===== config.mk =====
export PLATFORM = sky130hd
export DESIGN_NAME = mie_core
export DESIGN_NICKNAME = d
export VERILOG_FILES = /design/src/mie_pkg.sv /design/src/mie_core.sv
export SDC_FILE = /design/constraint.sdc
export NUM_CORES = 1
export LEC_CHECK = 0
export ABC_AREA = 0
export BUFFER_PORTS_ARGS = -buffer_cell sky130_fd_sc_hd__buf_4
export CAP_MARGIN = 20
export CORE_ASPECT_RATIO = 0.75
export CORE_MARGIN = 4
export CORE_UTILIZATION = 35
export CTS_CLUSTER_SIZE = 10
export DETAILED_ROUTE_END_ITERATION = 16
export PLACE_DENSITY_LB_ADDON = 0.1
export SLEW_MARGIN = 20
export SYNTH_ARGS = -nofsm -noshare
export SYNTH_HDL_FRONTEND = slang
export SYNTH_SLANG_ARGS = --single-unit

===== constraint.sdc =====
create_clock -name clk_sys -period 16.75 [get_ports clk_sys]
set_input_delay 1.675 -clock clk_sys [delete_from_list [all_inputs] [get_ports clk_sys]]
set_output_delay 1.675 -clock clk_sys [all_outputs]
set_load 0.02 [all_outputs]

===== src/mie_pkg.sv =====
package mie_pkg;
    localparam logic [11:0] OFS_INSTR = 12'h000;
    localparam logic [11:0] OFS_ACC   = 12'h004;
    localparam logic [11:0] OFS_FLAGS = 12'h008;
    localparam logic [11:0] OFS_PC    = 12'h00c;
    localparam logic [11:0] OFS_PUSH  = 12'h010;
    localparam logic [11:0] OFS_MEM   = 12'h100;
    localparam int FB_C = 0;
    localparam int FB_AC = 1;
    localparam int FB_Z = 2;
    localparam int FB_TO = 4;
    localparam int FB_PDF = 5;
    localparam int FB_EMI = 6;
    localparam int FB_PRE_A = 8;
    localparam int FB_PRE_B = 9;
    localparam int FB_HALT = 10;
    localparam logic [3:0] BCD_MAX = 4'h9;
    localparam logic [3:0] BCD_FIX = 4'h6;
    typedef enum logic [4:0] {
        OP_NOP = 5'h00, OP_PRE_A = 5'h01, OP_PRE_B = 5'h02, OP_CPL = 5'h03,
        OP_ONES_COMPLEMENT_TO_ACC = 5'h04, OP_DAA = 5'h05, OP_DEC = 5'h06, OP_DECREMENT_TO_ACC = 5'h07,
        OP_INC = 5'h08, OP_INCREMENT_TO_ACC = 5'h09, OP_HALT = 5'h0a, OP_JMP = 5'h0b,
        OP_MOV_AX = 5'h0c, OP_MOV_AM = 5'h0d, OP_MOV_MA = 5'h0e, OP_OR_AM = 5'h0f,
        OP_OR_AX = 5'h10, OP_ORM = 5'h11, OP_RET = 5'h12, OP_RET_AX = 5'h13,
        OP_INTERRUPT_RETURN_OP = 5'h14, OP_RL = 5'h15, OP_RLA = 5'h16
    } mie_op_e;
    typedef enum logic [1:0] {ST_RUN = 2'b01, ST_HALT = 2'b10} mie_state_e;
    typedef struct packed {
        logic [10:0] rsv;
        mie_op_e     op;
        logic [7:0]  addr;
        logic [7:0]  imm;
    } mie_instr_s;
    typedef struct packed {
        logic        psel;
        logic        penable;
        logic        pwrite;
        logic [11:0] paddr;
        logic [31:0] pwdata;
    } mie_apb_req_s;
endpackage : mie_pkg


===== src/mie_core.sv =====
// Local design decisions: the address map and the APB register port.
`timescale 1ns/100ps
module mie_core #(
    parameter int MEM_DEPTH   = 16,
    parameter int STACK_DEPTH = 8,
    parameter int PC_WIDTH    = 14,
    parameter int PRESC_WIDTH = 8
) (
    input  wire logic              clk_sys,
    input  wire logic              reset,
    input  wire mie_pkg::mie_apb_req_s apb,
    output logic [31:0]            prdata,
    output logic                   pready,
    output logic                   pslverr,
    input  wire logic              wake_pin,
    output logic                   clk_run_en,
    output logic                   wdt_timeout
);
    import mie_pkg::*;

    localparam int MIW = $clog2(MEM_DEPTH);
    localparam int SPW = $clog2(STACK_DEPTH);

    initial
    begin
        if (MEM_DEPTH < 2 || MEM_DEPTH > 64 || (MEM_DEPTH & (MEM_DEPTH - 1)) != 0)
            $error("MEM_DEPTH must be a power of two from 2 to 64");
        if (STACK_DEPTH < 2 || (STACK_DEPTH & (STACK_DEPTH - 1)) != 0)
            $error("STACK_DEPTH must be a power of two of at least 2");
        if (PC_WIDTH < 1 || PC_WIDTH > 16)
            $error("PC_WIDTH must be 1 to 16");
    end

    function automatic logic is_zero(input logic [7:0] v);
        return v == 8'h00;
    endfunction : is_zero

    function automatic logic is_ret(input mie_op_e o);
        return o == OP_RET || o == OP_RET_AX || o == OP_INTERRUPT_RETURN_OP;
    endfunction : is_ret

    logic [7:0]          acc;
    logic [7:0]          mem [MEM_DEPTH];
    logic [PC_WIDTH-1:0] pc;
    logic [PC_WIDTH-1:0] stk [STACK_DEPTH];
    logic [SPW-1:0]      sp;
    logic                f_c, f_ac, f_z, f_to, f_pdf, f_emi;
    logic                pre_a, pre_b;
    logic [7:0]          wdt_cnt;
    logic [PRESC_WIDTH-1:0] presc;
    mie_state_e          state;
    logic                wait_done;
    logic                wake_s1, wake_s2;

    mie_instr_s          ins;
    logic                acc_phase, wr_acc, instr_wr, fire, mapped, is_mem;
    logic [MIW-1:0]      mem_idx, win_idx;
    logic [7:0]          m;
    logic [7:0]          next_acc, next_mem;
    logic                we_acc, we_mem, z_upd, next_c, c_upd;
    logic                do_pop, do_jmp, do_halt, do_clear;
    logic                wdt_ovf;
    logic [3:0]          daa_lo, daa_hi;
    logic                ac1;
    logic [4:0]          hi_sum;

    assign ins       = mie_instr_s'(apb.pwdata);
    assign acc_phase = apb.psel && apb.penable;
    assign is_mem    = apb.paddr >= OFS_MEM && apb.paddr < OFS_MEM + 12'(MEM_DEPTH * 4);
    assign win_idx   = MIW'((apb.paddr - OFS_MEM) >> 2);
    assign mapped    = is_mem || apb.paddr == OFS_INSTR || apb.paddr == OFS_ACC
                       || apb.paddr == OFS_FLAGS || apb.paddr == OFS_PC || apb.paddr == OFS_PUSH;
    assign instr_wr  = acc_phase && apb.pwrite && apb.paddr == OFS_INSTR;
    // A return holds the bus for one extra cycle, so it spans two instruction cycles.
    assign pready    = !(instr_wr && state == ST_RUN && is_ret(ins.op) && !wait_done);
    // Instructions are refused while powered down; the core clock is off then.
    assign pslverr   = acc_phase && (!mapped || (instr_wr && state != ST_RUN));
    assign wr_acc    = acc_phase && pready && apb.pwrite && !pslverr;
    assign fire      = wr_acc && apb.paddr == OFS_INSTR;
    assign mem_idx   = ins.addr[MIW-1:0];
    assign m         = mem[mem_idx];
    assign clk_run_en = state == ST_RUN;
    assign wdt_ovf   = &presc && &wdt_cnt;

    always_comb
    begin
        next_acc = acc;
        next_mem = m;
        we_acc   = 1'b0;
        we_mem   = 1'b0;
        z_upd    = 1'b0;
        c_upd    = 1'b0;
        next_c   = f_c;
        do_pop   = 1'b0;
        do_jmp   = 1'b0;
        do_halt  = 1'b0;
        hi_sum   = 5'h00;
        ac1      = 1'b0;
        daa_lo   = acc[3:0];
        daa_hi   = acc[7:4];
        case (ins.op)
            OP_CPL:    begin next_mem = ~m; we_mem = 1'b1; z_upd = 1'b1; end
            OP_ONES_COMPLEMENT_TO_ACC:   begin next_acc = ~m; we_acc = 1'b1; z_upd = 1'b1; end
            OP_DAA:
            begin
                if (acc[3:0] > BCD_MAX || f_ac)
                begin
                    daa_lo = acc[3:0] + BCD_FIX;
                    ac1    = !f_ac;
                end
                hi_sum = {1'b0, acc[7:4]} + {4'h0, ac1};
                if (hi_sum > {1'b0, BCD_MAX} || f_c)
                begin
                    daa_hi = 4'(hi_sum + {1'b0, BCD_FIX});
                    next_c = 1'b1;
                end
                else
                    daa_hi = hi_sum[3:0];
                next_mem = {daa_hi, daa_lo};
                we_mem   = 1'b1;
                c_upd    = 1'b1;
            end
            OP_DEC:    begin next_mem = m - 8'h01; we_mem = 1'b1; z_upd = 1'b1; end
            OP_DECREMENT_TO_ACC:   begin next_acc = m - 8'h01; we_acc = 1'b1; z_upd = 1'b1; end
            OP_INC:    begin next_mem = m + 8'h01; we_mem = 1'b1; z_upd = 1'b1; end
            OP_INCREMENT_TO_ACC:   begin next_acc = m + 8'h01; we_acc = 1'b1; z_upd = 1'b1; end
            OP_HALT:   do_halt = 1'b1;
            OP_JMP:    do_jmp = 1'b1;
            OP_MOV_AX: begin next_acc = ins.imm; we_acc = 1'b1; end
            OP_MOV_AM: begin next_acc = m; we_acc = 1'b1; end
            OP_MOV_MA: begin next_mem = acc; we_mem = 1'b1; end
            OP_OR_AM:  begin next_acc = acc | m; we_acc = 1'b1; z_upd = 1'b1; end
            OP_OR_AX:  begin next_acc = acc | ins.imm; we_acc = 1'b1; z_upd = 1'b1; end
            OP_ORM:    begin next_mem = acc | m; we_mem = 1'b1; z_upd = 1'b1; end
            OP_RET:    do_pop = 1'b1;
            OP_RET_AX: begin do_pop = 1'b1; next_acc = ins.imm; we_acc = 1'b1; end
            OP_INTERRUPT_RETURN_OP:   do_pop = 1'b1;
            OP_RL:     begin next_mem = {m[6:0], m[7]}; we_mem = 1'b1; end
            OP_RLA:    begin next_acc = {m[6:0], m[7]}; we_acc = 1'b1; end
            default:   ;
        endcase
    end

    // Clearing happens on the instruction that completes the pair.
    assign do_clear = fire && ((ins.op == OP_PRE_A && pre_b) || (ins.op == OP_PRE_B && pre_a));

    always_ff @(posedge clk_sys or posedge reset)
    begin
        if (reset)
            acc <= 8'h00;
        else if (fire && we_acc)
            acc <= next_acc;
        else if (wr_acc && apb.paddr == OFS_ACC)
            acc <= apb.pwdata[7:0];
    end

    always_ff @(posedge clk_sys or posedge reset)
    begin
        if (reset)
            for (int i = 0; i < MEM_DEPTH; i++)
                mem[i] <= 8'h00;
        else if (fire && we_mem)
            mem[mem_idx] <= next_mem;
        else if (wr_acc && is_mem)
            mem[win_idx] <= apb.pwdata[7:0];
    end

    always_ff @(posedge clk_sys or posedge reset)
    begin
        if (reset)
        begin
            f_c   <= 1'b0;
            f_ac  <= 1'b0;
            f_z   <= 1'b0;
            f_emi <= 1'b0;
        end
        else if (fire)
        begin
            if (z_upd)
                f_z <= is_zero(we_mem ? next_mem : next_acc);
            if (c_upd)
                f_c <= next_c;
            if (ins.op == OP_INTERRUPT_RETURN_OP)
                f_emi <= 1'b1;
        end
        else if (wr_acc && apb.paddr == OFS_FLAGS)
        begin
            f_c   <= apb.pwdata[FB_C];
            f_ac  <= apb.pwdata[FB_AC];
            f_z   <= apb.pwdata[FB_Z];
            f_emi <= apb.pwdata[FB_EMI];
        end
    end

    // The stack is circular: a push past the top overwrites the oldest entry.
    always_ff @(posedge clk_sys or posedge reset)
    begin
        if (reset)
        begin
            pc <= '0;
            sp <= '0;
            for (int i = 0; i < STACK_DEPTH; i++)
                stk[i] <= '0;
        end
        else if (fire)
        begin
            if (do_pop)
            begin
                pc <= stk[sp - SPW'(1)];
                sp <= sp - SPW'(1);
            end
            else if (do_jmp)
                pc <= PC_WIDTH'({ins.addr, ins.imm});
            else
                pc <= pc + PC_WIDTH'(1);
        end
        else if (wr_acc && apb.paddr == OFS_PC)
            pc <= apb.pwdata[PC_WIDTH-1:0];
        else if (wr_acc && apb.paddr == OFS_PUSH)
        begin
            stk[sp] <= apb.pwdata[PC_WIDTH-1:0];
            sp      <= sp + SPW'(1);
        end
    end

    always_ff @(posedge clk_sys or posedge reset)
    begin
        if (reset)
            wait_done <= 1'b0;
        else if (acc_phase && pready)
            wait_done <= 1'b0;
        else if (instr_wr && state == ST_RUN && is_ret(ins.op))
            wait_done <= 1'b1;
    end

    always_ff @(posedge clk_sys or posedge reset)
    begin
        if (reset)
        begin
            pre_a <= 1'b0;
            pre_b <= 1'b0;
        end
        else if (do_clear)
        begin
            pre_a <= 1'b0;
            pre_b <= 1'b0;
        end
        else if (fire && ins.op == OP_PRE_A)
            pre_a <= 1'b1;
        else if (fire && ins.op == OP_PRE_B)
            pre_b <= 1'b1;
    end

    // The watchdog keeps counting during power-down so that it can wake the core.
    always_ff @(posedge clk_sys or posedge reset)
    begin
        if (reset)
        begin
            presc   <= '0;
            wdt_cnt <= 8'h00;
        end
        else if (fire && do_halt)
        begin
            presc   <= '0;
            wdt_cnt <= 8'h00;
        end
        else if (do_clear)
            wdt_cnt <= 8'h00;
        else
        begin
            presc <= presc + PRESC_WIDTH'(1);
            if (&presc)
                wdt_cnt <= wdt_cnt + 8'h01;
        end
    end

    // A timeout in the same cycle as a clear wins, so it is never lost.
    always_ff @(posedge clk_sys or posedge reset)
    begin
        if (reset)
        begin
            f_to        <= 1'b0;
            f_pdf       <= 1'b0;
            wdt_timeout <= 1'b0;
        end
        else
        begin
            wdt_timeout <= wdt_ovf;
            if (wdt_ovf)
                f_to <= 1'b1;
            else if (do_clear || (fire && do_halt))
                f_to <= 1'b0;
            if (fire && do_halt)
                f_pdf <= 1'b1;
            else if (do_clear)
                f_pdf <= 1'b0;
        end
    end

    always_ff @(posedge clk_sys or posedge reset)
    begin
        if (reset)
        begin
            wake_s1 <= 1'b0;
            wake_s2 <= 1'b0;
        end
        else
        begin
            wake_s1 <= wake_pin;
            wake_s2 <= wake_s1;
        end
    end

    always_ff @(posedge clk_sys or posedge reset)
    begin
        if (reset)
            state <= ST_RUN;
        else
            case (state)
                ST_RUN:  if (fire && do_halt) state <= ST_HALT;
                ST_HALT: if (wake_s2 || wdt_ovf) state <= ST_RUN;
                default: state <= ST_RUN;
            endcase
    end

    always_ff @(posedge clk_sys or posedge reset)
    begin
        if (reset)
            prdata <= 32'h0000_0000;
        else if (apb.psel && !apb.penable && !apb.pwrite)
        begin
            prdata <= 32'h0000_0000;
            if (is_mem)
                prdata <= {24'h00_0000, mem[win_idx]};
            else if (apb.paddr == OFS_ACC)
                prdata <= {24'h00_0000, acc};
            else if (apb.paddr == OFS_PC)
                prdata <= 32'(pc);
            else if (apb.paddr == OFS_FLAGS)
            begin
                prdata[FB_C]     <= f_c;
                prdata[FB_AC]    <= f_ac;
                prdata[FB_Z]     <= f_z;
                prdata[FB_TO]    <= f_to;
                prdata[FB_PDF]   <= f_pdf;
                prdata[FB_EMI]   <= f_emi;
                prdata[FB_PRE_A] <= pre_a;
                prdata[FB_PRE_B] <= pre_b;
                prdata[FB_HALT]  <= state == ST_HALT;
            end
        end
    end

    // Helper capture of the operands seen in the previous cycle; h_fire marks when they belong to an executed instruction.
    logic       h_fire;
    mie_op_e    h_op;
    logic [7:0] h_m;
    logic [MIW-1:0] h_idx;
    logic [PC_WIDTH-1:0] h_pc;
    always_ff @(posedge clk_sys or posedge reset)
    begin
        if (reset)
        begin
            h_fire <= 1'b0;
            h_op   <= OP_NOP;
            h_m    <= 8'h00;
            h_idx  <= '0;
            h_pc   <= '0;
        end
        else
        begin
            h_fire <= fire;
            h_op   <= ins.op;
            h_m    <= m;
            h_idx  <= mem_idx;
            h_pc   <= pc;
        end
    end

    property p_preclear_pair;
        @(posedge clk_sys) disable iff (reset)
        fire && ins.op == OP_PRE_B && pre_a |=> wdt_cnt == 8'h00 && !f_pdf && !pre_a && !pre_b;
    endproperty
    a_preclear_pair: assert property (p_preclear_pair) else $error("pair preclear failed");
    property p_preclear_single;
        @(posedge clk_sys) disable iff (reset)
        fire && ins.op == OP_PRE_A && !pre_b |=> pre_a && f_pdf == $past(f_pdf) && f_to == $past(f_to);
    endproperty
    a_preclear_single: assert property (p_preclear_single) else $error("single preclear changed flags");
    property p_cpl_mem;
        @(posedge clk_sys) disable iff (reset)
        h_fire && h_op == OP_CPL |-> mem[h_idx] == ~h_m && f_z == (h_m == 8'hff) && f_c == $past(f_c);
    endproperty
    a_cpl_mem: assert property (p_cpl_mem) else $error("complement result wrong");
    property p_halt;
        @(posedge clk_sys) disable iff (reset)
        fire && ins.op == OP_HALT |=> f_pdf && !clk_run_en && wdt_cnt == 8'h00 && pc == h_pc + PC_WIDTH'(1);
    endproperty
    a_halt: assert property (p_halt) else $error("power-down entry wrong");
    property p_jmp;
        @(posedge clk_sys) disable iff (reset)
        fire && ins.op == OP_JMP |=> pc == PC_WIDTH'({$past(ins.addr), $past(ins.imm)}) && f_z == $past(f_z);
    endproperty
    a_jmp: assert property (p_jmp) else $error("jump target wrong");
    property p_ret_wait;
        @(posedge clk_sys) disable iff (reset)
        instr_wr && state == ST_RUN && is_ret(ins.op) && !wait_done |-> !pready ##1 pready;
    endproperty
    a_ret_wait: assert property (p_ret_wait) else $error("return not two cycles");
    property p_interrupt_return_op;
        @(posedge clk_sys) disable iff (reset)
        fire && ins.op == OP_INTERRUPT_RETURN_OP |=> f_emi && sp == $past(sp) - SPW'(1);
    endproperty
    a_interrupt_return_op: assert property (p_interrupt_return_op) else $error("interrupt return wrong");
    property p_rla;
        @(posedge clk_sys) disable iff (reset)
        h_fire && h_op == OP_RLA |-> acc == {h_m[6:0], h_m[7]} && mem[h_idx] == h_m && f_z == $past(f_z);
    endproperty
    a_rla: assert property (p_rla) else $error("rotate to accumulator wrong");
    property p_increment_to_acc_zero;
        @(posedge clk_sys) disable iff (reset)
        h_fire && h_op == OP_INCREMENT_TO_ACC |-> f_z == (acc == 8'h00) && acc == h_m + 8'h01;
    endproperty
    a_increment_to_acc_zero: assert property (p_increment_to_acc_zero) else $error("increment zero flag wrong");
endmodule : mie_core


# Word level (Yosys, flattened, before mapping)
# Index checks and enable logic that the tools add are counted.
# Widths: inputs -> output; s select.
[word_totals] in_bits=50 regBits=327 wordCells=279 out_inout_bits=36
[op_classes] eq_ne=40 n_lt_le_gt_ge=11 n_reduce_logical=80 addsub=11 mux=85 bitwise=9
[op_table] operator="$bwmux 128" count=2
[op_table] operator="$mux 128" count=2
[op_table] operator="$mux 14" count=9
[op_table] operator="$bwmux 112" count=1
[op_table] operator="$mux 8" count=14
[op_table] operator="$bmux 8 s4" count=2
[op_table] operator="$demux 8 s4" count=2
[op_table] operator="$pmux 8 s8" count=1
[op_table] operator="$pmux 8 s7" count=1
[op_table] operator="$bmux 14 s3" count=1
[op_table] operator="$demux 14 s3" count=1
[op_table] operator="$eq 5x4->1 const B" count=8
[op_table] operator="$eq 5x5->1 const B" count=7
[op_table] operator="$mux 1" count=33
[op_table] operator="$mux 3" count=11
[op_table] operator="$logic_and 1x1->1" count=32
[op_table] operator="$add 8x1->8 const B" count=3
[op_table] operator="$eq 12x4->1 const B" count=2
[op_table] operator="$eq 5x3->1 const B" count=4
[op_table] operator="$reduce_bool 2->1" count=10
[op_table] operator="$ne 2x1->1 const B" count=9
[op_table] operator="$reduce_or 9->1" count=2
[op_table] operator="$or 8x8->8" count=2
[op_table] operator="$reduce_and 8->1" count=2
[op_table] operator="40 further kinds" count=75

# Longest topological paths before layout
# Gate-level depths: netlist (run 1).
[depth] ltp_word=17 mapped_depth=17

# Least setup slack after synthesis (run 1)
# No wires, ideal clock.
[synth_timing] path_kind="input to output" from="in apb[37] (netlist name)" to="out pslverr" n_path_buf=2 arrival_time_ns=3.136 stages=6 t_required_ns=15.075 slack_ns=11.939 cell_sequence="buf_2 or4_1 buf_2 nor3b_1 a211oi_1 nor2_1"
[synth_via] elab_chain_len=10 word_cells_on_any_way=18 cone_classes="2 x order compare; 4 x eq/ne; 12 x reduce/logical"
[synth_lines] item="start, declared" line_no="mie_core.sv:11" rtl="input wire mie_pkg::mie_apb_req_s apb,"
[synth_lines] item="$ge 12x9->1 / $lt 12x9->1 (equally long branches)" line_no="mie_core.sv:69" rtl="assign is_mem = apb.paddr >= OFS_MEM && apb.paddr < OFS_MEM + 12'(MEM_DEPTH * 4);"
[synth_lines] item="$logic_and 1x1->1" line_no="mie_core.sv:69"
[synth_lines] item="$logic_or 1x1->1 (2 in series)" line_no="mie_core.sv:71" rtl="assign mapped = is_mem || apb.paddr == OFS_INSTR || apb.paddr == OFS_ACC"
[synth_lines] item="$logic_or 1x1->1 (3 in series)" line_no="mie_core.sv:72" rtl="|| apb.paddr == OFS_FLAGS || apb.paddr == OFS_PC || apb.paddr == OFS_PUSH;"
[synth_lines] item="$logic_not 1->1" line_no="mie_core.sv:77" rtl="assign pslverr = acc_phase && (!mapped || (instr_wr && state != ST_RUN));"
[synth_lines] item="$logic_or 1x1->1 (*)" line_no="mie_core.sv:77"
[synth_lines] item="$logic_and 1x1->1 (*)" line_no="mie_core.sv:77"
[synth_lines] item="end, declared" line_no="mie_core.sv:14" rtl="output logic pslverr,"
# Mark *: on every way between the ends. The rest lies on a longest branch, timed or not.

# Final worst setup path (run 1)
[layout_timing] from="in apb[9] (netlist name)" to="reg f_z"
[layout_via] elab_chain_len=10 word_cells_on_any_way=14 cone_classes="2 x add/sub; 8 x mux; 3 x bitwise; 1 x reduce/logical"
[layout_lines] item="$not 4->5 (implied by the code) (*)" line_no="mie_core.sv:81" rtl="assign m = mem[mem_idx];"
[layout_lines] item="$bmux 8 s4 (*)" line_no="mie_core.sv:81"
[layout_lines] item="$mux 8 (implied by the code) (*) (2 in series)" line_no="mie_core.sv:81"
[layout_lines] item="$add 8x1->8, or another cell as far along" line_no="mie_core.sv:125, mie_core.sv:126"
[layout_lines] item="$pmux 8 s8 / $pmux 8 s7 (equally long branches)" line_no="mie_core.sv:101" rtl="case (ins.op)"
[layout_lines] item="$mux 8 (*)" line_no="mie_core.sv:180" rtl="f_z <= is_zero(we_mem ? next_mem : next_acc);"
[layout_lines] item="$logic_not 8->1 (*)" line_no="mie_core.sv:35" rtl="return v == 8'h00;"
[layout_lines] item="$mux 1 (*)" line_no="mie_core.sv:179" rtl="if (z_upd)"
[layout_lines] item="$mux 1 (*)" line_no="mie_core.sv:177" rtl="else if (fire)"
[layout_lines] item="end signal, assigned" line_no="mie_core.sv:180"
[layout_lines] item="end signal, assigned" line_no="mie_core.sv:190" rtl="f_z <= apb.pwdata[FB_Z];"
[layout_lines] item="end, declared" line_no="mie_core.sv:47" rtl="logic f_c, f_ac, f_z, f_to, f_pdf, f_emi;"
# Mark *: on every way between the ends. The rest lies on a longest branch, timed or not. The select of a mux whose other input is x is not followed.
# A chain may end at the register's enable or synchronous reset.

==> results.tsv, run 1 <==
metric	value	unit
status	finished clean	
yosys_warnings	0	
fin_crit	6.12	ns
wirelength	71000	um
dp.cells	2593	
dieArea	58800	um2
synth_area	19200	um2
worstPathArrival	6.62	ns
hold_start	wake_s1	
clock_path_buffers	3	
dpl.hpwl	48900	um
syn_to_final_growth	11.2	%
max_freq	164	MHz
stdcell_area	21400	um2
coreArea	54400	um2
min_path_cells	0	
std_cell_rows	74	
grt_max_degree	122	
fin_crit_sh	0.365	
start_kind	primary input	
post_cts_buffers	0	
clk_pin_slew_worst_paths	0.06	ns
syn_inst	1929	
r2r_start	acc[3]	
synth-edff-count	0	
tns	0	ns
die_y	211	um
root_buffer	clkbuf_16	
htreeDepth	2	
gr-total-overflow	0	
clk_latency	0.58	ns
path_max_fanout	44	
avgSynthCellArea	9.97	um2
first_pass_iters	6	
hold_class	reg -> reg	
leakage	9.07	nW
drv_slew	0	
first_global_vias	15675	
initial_core_util	0.353	
multi_input_area	10800	um2
crit_required	17.25	ns
r2r_end	f_z	
hold_path_end	wake_s2	
place_ws	10.17	ns
grt_pass1_wl	106000	um
drive_gt1_frac	0.211	
wire_per_inst	26.8	um
yosys_register_bits	309	
maxCapViolations	0	
regArea	7730	um2
ctsResizeCount	0	
yosysSeqAreaShare	0.402	
placement.io_buffers	54	
rsz0062_at_grt	no	
synthFlopType	dfrtp_1	
post-route-drc-count	0	
rr_worst_depth	14	
powerDensity	81.5	nW/um2
total_power	1.74	mW
fp.dieW	279	um
via_count	16127	
setup_violations	0	
cts_hold_buf	0	
ant_nets	0	
grtUsageTotal	0.238	
ff2ff_setup_slack	11.97	ns
gp_congestion	0.929	
drt_iter0_drc	1789	
setup_ws	10.63	ns
endpoint_kind	flip-flop	
place_area	20100	um2
async_reset_ff_frac	1.00	
worstSetupPathType	in -> reg	
ys_types	80	
ioPinCount	86	
instances_no_fill	2654	
cts_buffers	39	
antenna_found_initial	2	
timing.final.hold_violations	0	
finClkSkew	0.0243	ns
worst_slew_pin_slew	1.20	ns
vias_per_cell	6.08	
num-nets-final	1973	
fillers	5372	
cts_sinks	309	
maxSlewHeadroom	0.197	
ir_worst_vdd	0.0000606	V
cts_tree	done	
layer usage:
metal	part of all wire	up-vias	GRT usage
met5	0.00017	-	0
met4	0.022	2	0.0603
met3	0.087	100	0.0507
met2	0.40	659	0.327
met1	0.49	8260	0.378
li1	-	7106	-
placed cells by master, fill, tap and decap left out, types with 26 or more instances in the layout:
cell / count
dfrtp_1: 307
nand2_1: 246
o21ai_0: 145
mux2_2: 138
nor2_1: 125
mux4_2: 94
buf_4: 87
a21oi_1: 86
nand3_1: 64
mux2i_1: 54
a22oi_1: 51
nor3_1: 39
clkbuf_16: 39
and2_1: 27
and3_1: 26
stage by stage:
stage / utilization / hold slack, ns
final: 0.393 / 0.349
after global placement: 0.370 / 0.333
after CTS: 0.392 / 0.350
after global routing: 0.393 / 0.355
after detailed placement: 0.370 / 0.338
after floorplan: - / 0.331
worst max-delay path by stage:
stage | from | slack, ns | endpoint
2_1_floorplan | reset | 6.53 | acc[0]
3_3_place_gp | apb[9] | 10.16 | f_z
3_5_place_dp | apb[9] | 10.17 | f_z
4_1_cts | apb[9] | 10.76 | f_z
5_1_grt | apb[9] | 10.42 | f_z
6_report | apb[9] | 10.63 | f_z
logic make-up (layout without fill, tap and decap cells):
| group | count (synthesis) | count (layout) | share of synthesized area |
|---|---|---|---|
| and+or+nand+nor | 637 | 637 | 0.158 |
| DFF | 309 | 309 | 0.402 |
| muxes | 286 | 286 | 0.219 |
| xor gates and xnor gates | 36 | 36 | 0.0164 |
| other | 1 | 19 | 0.000195 |
| buffers and inverters | 185 | 170 | 0.0431 |
| AOI/OAI and AO/OA | 464 | 464 | 0.154 |
| adders and majority gates | 11 | 11 | 0.00716 |
sequential cells by signal (all words and copies together) (netlist names), 2 cells and up:
name     cells
wdt_cnt      8
prdata      14
acc          8
state        2
pc          14
presc        8
stk        112
sp           3
mem        128
Yosys cell counts, types with 7 or more instances:
cell type / n / area share
dfrtp_1: 308 / 0.40
nand2_1: 246 / 0.048
o21ai_0: 146 / 0.038
mux2_2: 138 / 0.081
nor2_1: 125 / 0.024
clkbuf_1: 101 / 0.020
mux4_2: 94 / 0.11
a21oi_1: 86 / 0.022
nand3_1: 64 / 0.017
mux2i_1: 54 / 0.028
a22oi_1: 51 / 0.020
nor3_1: 40 / 0.010
and2_1: 27 / 0.0088
and3_1: 26 / 0.0085
o211ai_1: 23 / 0.0090
xor2_1: 22 / 0.010
buf_4: 21 / 0.0082
inv_1: 20 / 0.0039
a31oi_1: 19 / 0.0062
buf_1: 19 / 0.0037
a211oi_1: 16 / 0.0062
nand2b_1: 16 / 0.0052
nor2b_1: 16 / 0.0052
buf_2: 15 / 0.0039
o22ai_1: 14 / 0.0046
xnor2_1: 14 / 0.0064
nor3b_1: 13 / 0.0051
o21ai_1: 12 / 0.0031
a22o_1: 11 / 0.0050
ha_1: 11 / 0.0072
nand4_1: 11 / 0.0036
or3_1: 10 / 0.0033
a21o_1: 9 / 0.0035
a221oi_1: 8 / 0.0036
a222oi_1: 8 / 0.0042
nand3b_1: 7 / 0.0027
worst max-delay path, stage by stage:
cell and delay, ns:
buf_4 0.32, buf_4 0.64, mux4_2 0.45, a22oi_1 0.39, and2_1 0.48, inv_2 0.22, nor2_1 0.37, a21oi_1 0.16
o41ai_1 0.38, a22o_1 0.87, and4bb_2 0.38, o221ai_1 0.16, nand2_1 0.10
power breakdown:
part,switching [mW],internal [mW],total (mW)
sequential,0.00307,0.750,0.753
clock,0.355,0.472,0.827
combinational,0.119,0.0419,0.161
layout make-up:
cell class | instances | share of cell area
inverter | 23 | 0.00439
antenna | 1 | 0.000117
tap | 722 | 0.0423
multi-input combinational | 1452 | 0.505
timing repair buffer | 87 | 0.0305
clock buffer | 54 | 0.0511
sequential | 309 | 0.362
clock inverter | 6 | 0.00527
Power figures use the tool's default switching activity.
==> run 2, diff against run 1 <==
--- a/config.mk
+++ b/config.mk
@@ -5,7 +5,7 @@
 export SDC_FILE = /design/constraint.sdc
 export NUM_CORES = 1
 export LEC_CHECK = 0
-export ABC_AREA = 0
+export ABC_AREA = 1
 export BUFFER_PORTS_ARGS = -buffer_cell sky130_fd_sc_hd__buf_4
 export CAP_MARGIN = 20
 export CORE_ASPECT_RATIO = 0.75
==> constraint.sdc (replaced) <==
create_clock -name clk_sys -period 5.4 [get_ports clk_sys]
set_input_delay 0.54 -clock clk_sys [delete_from_list [all_inputs] [get_ports clk_sys]]
set_output_delay 0.54 -clock clk_sys [all_outputs]
set_load 0.02 [all_outputs]
==> run 2 against run 1 <==
  * Worst hold slack got worse by 0.27 ns
  * Core utilization rose by 0.16 points
  * Largest cell class unchanged
  * Register-to-register slack got worse by 10 ns
  * Critical path type unchanged
==> results.tsv, run 2 <==
metric	value	unit	change
status	finished clean		unchanged
hold_path_end	wake_s1		was wake_s2
coreArea	54800	um2	was 54400 um2
wirelength	80100	um	was 71000 um
drive_gt1_frac	0.0960		was 0.211
yosys_warnings	0		unchanged
avgSynthCellArea	7.11	um2	was 9.97 um2
clock_path_buffers	3		unchanged
min_path_cells	1		was 0
syn_inst	2746		was 1929
cts_hold_buf	1		was 0
synth-edff-count	0		unchanged
first_pass_iters	6		unchanged
max_freq	252	MHz	
drt_iter0_drc	2568		was 1789
mostFrequentLayoutCells	nand2_1 (822), nor2_1 (362), dfrtp_1 (307)		was dfrtp_1 (307), nand2_1 (246), o21ai_0 (145)
root_buffer	clkbuf_16		unchanged
ir_worst_vdd	0.000237	V	was 0.0000606 V
gp_congestion	0.964		was 0.929
via_count	19698		was 16.1k
leakage	10.2	nW	was 9.07 nW
ctsResizeCount	0		unchanged
endpoint_kind	flip-flop		unchanged
syn_to_final_growth	10.7	%	was 11.2%
timing.final.hold_violations	0		unchanged
holdWs	0.0789	ns	was 0.349 ns
async_reset_ff_frac	1.00		unchanged
antenna_found_initial	1		was 2
first_global_vias	18283		was 15.7k
reg_top3	mem (128), stk (112)		unchanged
synth_top_area_frac	0.395		was 0.401
start_kind	primary input		unchanged
worst_slew_pin_slew	1.15	ns	was 1.20 ns
fillers	5816		was 5372
final_common_cell	nand2_1		was dfrtp_1
maxSlewHeadroom	0.234		was 0.197
num-nets-final	2815		was 1973
fin_crit_sh	0.735		
maxCapViolations	0		unchanged
vias_per_cell	5.64		was 6.08
ys_top_cells_by_area	dfrtp_1 (39%), nand2_1 (16%), o21ai_0 (7.3%)		was dfrtp_1 (40%), mux4_2 (11%), mux2_2 (8.1%)
setup_violations	0		unchanged
grt_max_degree	164		was 122
fin_crit	3.97	ns	
clk_pin_slew_worst_paths	0.05	ns	was 0.06 ns
hold_class	in -> reg		was reg -> reg
stdcell_area	21600	um2	was 21400 um2
powerDensity	243	nW/um2	was 81.5 nW/um2
grtUsageTotal	0.265		was 0.238
drv_slew	0		unchanged
path_max_fanout	51		was 44
post_cts_buffers	0		unchanged
place_ws	1.09	ns	was 10.17 ns
top_register	mem		unchanged
yosys_register_bits	309		unchanged
crit_required	5.85	ns	was 17.25 ns
largest_reg_flops	128		unchanged
diodes	0		was 1
yosysTopAreaCell	dfrtp_1		unchanged
r2r_start	acc[1]		was acc[3]
dpl.hpwl	55500	um	was 48900 um
cts_buffers	39		unchanged
htreeDepth	2		unchanged
initial_core_util	0.356		was 0.353
synth_area	19500	um2	was 19200 um2
dieArea	59600	um2	was 58800 um2
std_cell_rows	74		unchanged
die_y	212	um	was 211 um
hold_start	wake_pin		was wake_s1
ioPinCount	86		unchanged
r2r_end	mem[62]		was f_z
fp.dieW	281	um	was 279 um
ys_types	65		was 80
placement.io_buffers	54		unchanged
clk_latency	0.57	ns	was 0.58 ns
wire_per_inst	22.9	um	was 26.8 um
finClkSkew	0.0230	ns	was 0.0243 ns
post-route-drc-count	0		unchanged
ant_nets	0		unchanged
rr_worst_depth	17		was 14
gr-total-overflow	0		unchanged
place_area	20400	um2	was 20100 um2
worstSetupPathType	in -> reg		unchanged
setup_ws	1.43	ns	was 10.63 ns
synth.most_common_cell	nand2_1		was dfrtp_1
yosysSeqAreaShare	0.396		was 0.402
rsz0062_at_grt	no		unchanged
worstPathArrival	4.42	ns	was 6.62 ns
synthFlopType	dfrtp_1		unchanged
grt_pass1_wl	119000	um	was 106000 um
synth_common_cells	nand2_1 (822), nor2_1 (363), dfrtp_1 (308)		was dfrtp_1 (308), nand2_1 (246), o21ai_0 (146)
cts_sinks	309		unchanged
cts_tree	done		unchanged
tns	0	ns	unchanged
ff2ff_setup_slack	1.74	ns	was 11.97 ns
==> run 2: cell types whose count changed in the layout (fill, tap and decap cells not counted), moves of 54 or more <==
cell | previous run | this run
nand2_1 | 246 | 822
nor2_1 | 125 | 362
inv_1 | 19 | 178
o21ai_0 | 145 | 284
mux2_2 | 138 | 0
mux4_2 | 94 | 0
o22ai_1 | 9 | 75
nand3_1 | 64 | 119
mux2i_1 | 54 | 0
==> run 2: worst max-delay path, cell delays in order <==
cell	delay [ns]
buf_4	0.19
inv_4	0.53
nand2_1	0.11
nand2_1	0.09
nand2_1	0.06
nand2_1	0.09
nand2_1	0.19
nand2_1	0.20
inv_1	0.06
nand2_1	0.30
ha_1	0.32
nand2_1	0.12
nand3_1	0.09
nand2_1	0.06
nor2_1	0.10
nor2_1	0.05
buf_4	0.16
inv_1	0.66
o22ai_1	0.21
nor2_1	0.14
nor2_1	0.05
==> run 2: cells by family after synthesis <==
kind of cell    after synthesis  share of synthesized area
compound gates              645                      0.204
xor+xnor                     23                     0.0103
fa+ha+maj                    11                    0.00705
buf+inv                     356                     0.0794
flops                       309                      0.396
other cells                   1                   0.000192
simple gates               1401                      0.302
==> run 2: per-layer routing <==
metal	up-vias	track usage	routed length, um
li1	9133	-	-
met1	9518	0.407	37700
met2	941	0.376	32700
met3	106	0.0594	7940
met4	0	0.0648	1730
met5	-	0	0
==> run 2: metrics by stage <==
stage / total power [mW] / std cells / utilization
after floorplan: 2.65 / 2763 / -
after global placement: 2.85 / 3434 / 0.373
final: 5.25 / 3493 / 0.394
after CTS: 5.30 / 3493 / 0.394
after global routing: 5.45 / 3493 / 0.394
after detailed placement: 2.85 / 3434 / 0.373
==> run 2: how the worst max path moves through the flow <==
stage / from / cells after the start / end / slack, ns
after detailed placement: apb[8] / 21 / mem[106] / 1.09
after CTS: apb[8] / 21 / mem[106] / 1.67
final: apb[8] / 21 / mem[66] / 1.43
after floorplan: reset / 1 / acc[0] / 0.75
after global placement: apb[10] / 18 / mem[82] / 1.06
after global routing: apb[8] / 21 / mem[74] / 1.31
==> run 2: cell type report <==
class                           instances  area (um2)  share of cell area
Multi-Input combinational cell       2098       10300               0.477
Tap cell                              722         903              0.0418
Timing Repair Buffer                   86         673              0.0311
Sequential cell                       309        7730               0.358
Clock buffer                           51        1060              0.0491
Inverter                              220         842              0.0390
Clock inverter                          7        80.1             0.00371
==> run 2: report_power, final <==
| part | switching [mW] | internal, mW | total, mW | leakage, nW |
|---|---|---|---|---|
| clock | 1.05 | 1.38 | 2.43 | 0.559 |
| sequential | 0.00227 | 2.32 | 2.32 | 4.07 |
| combinational | 0.410 | 0.0937 | 0.503 | 5.55 |
| total | 1.46 | 3.79 | 5.25 | 10.2 |
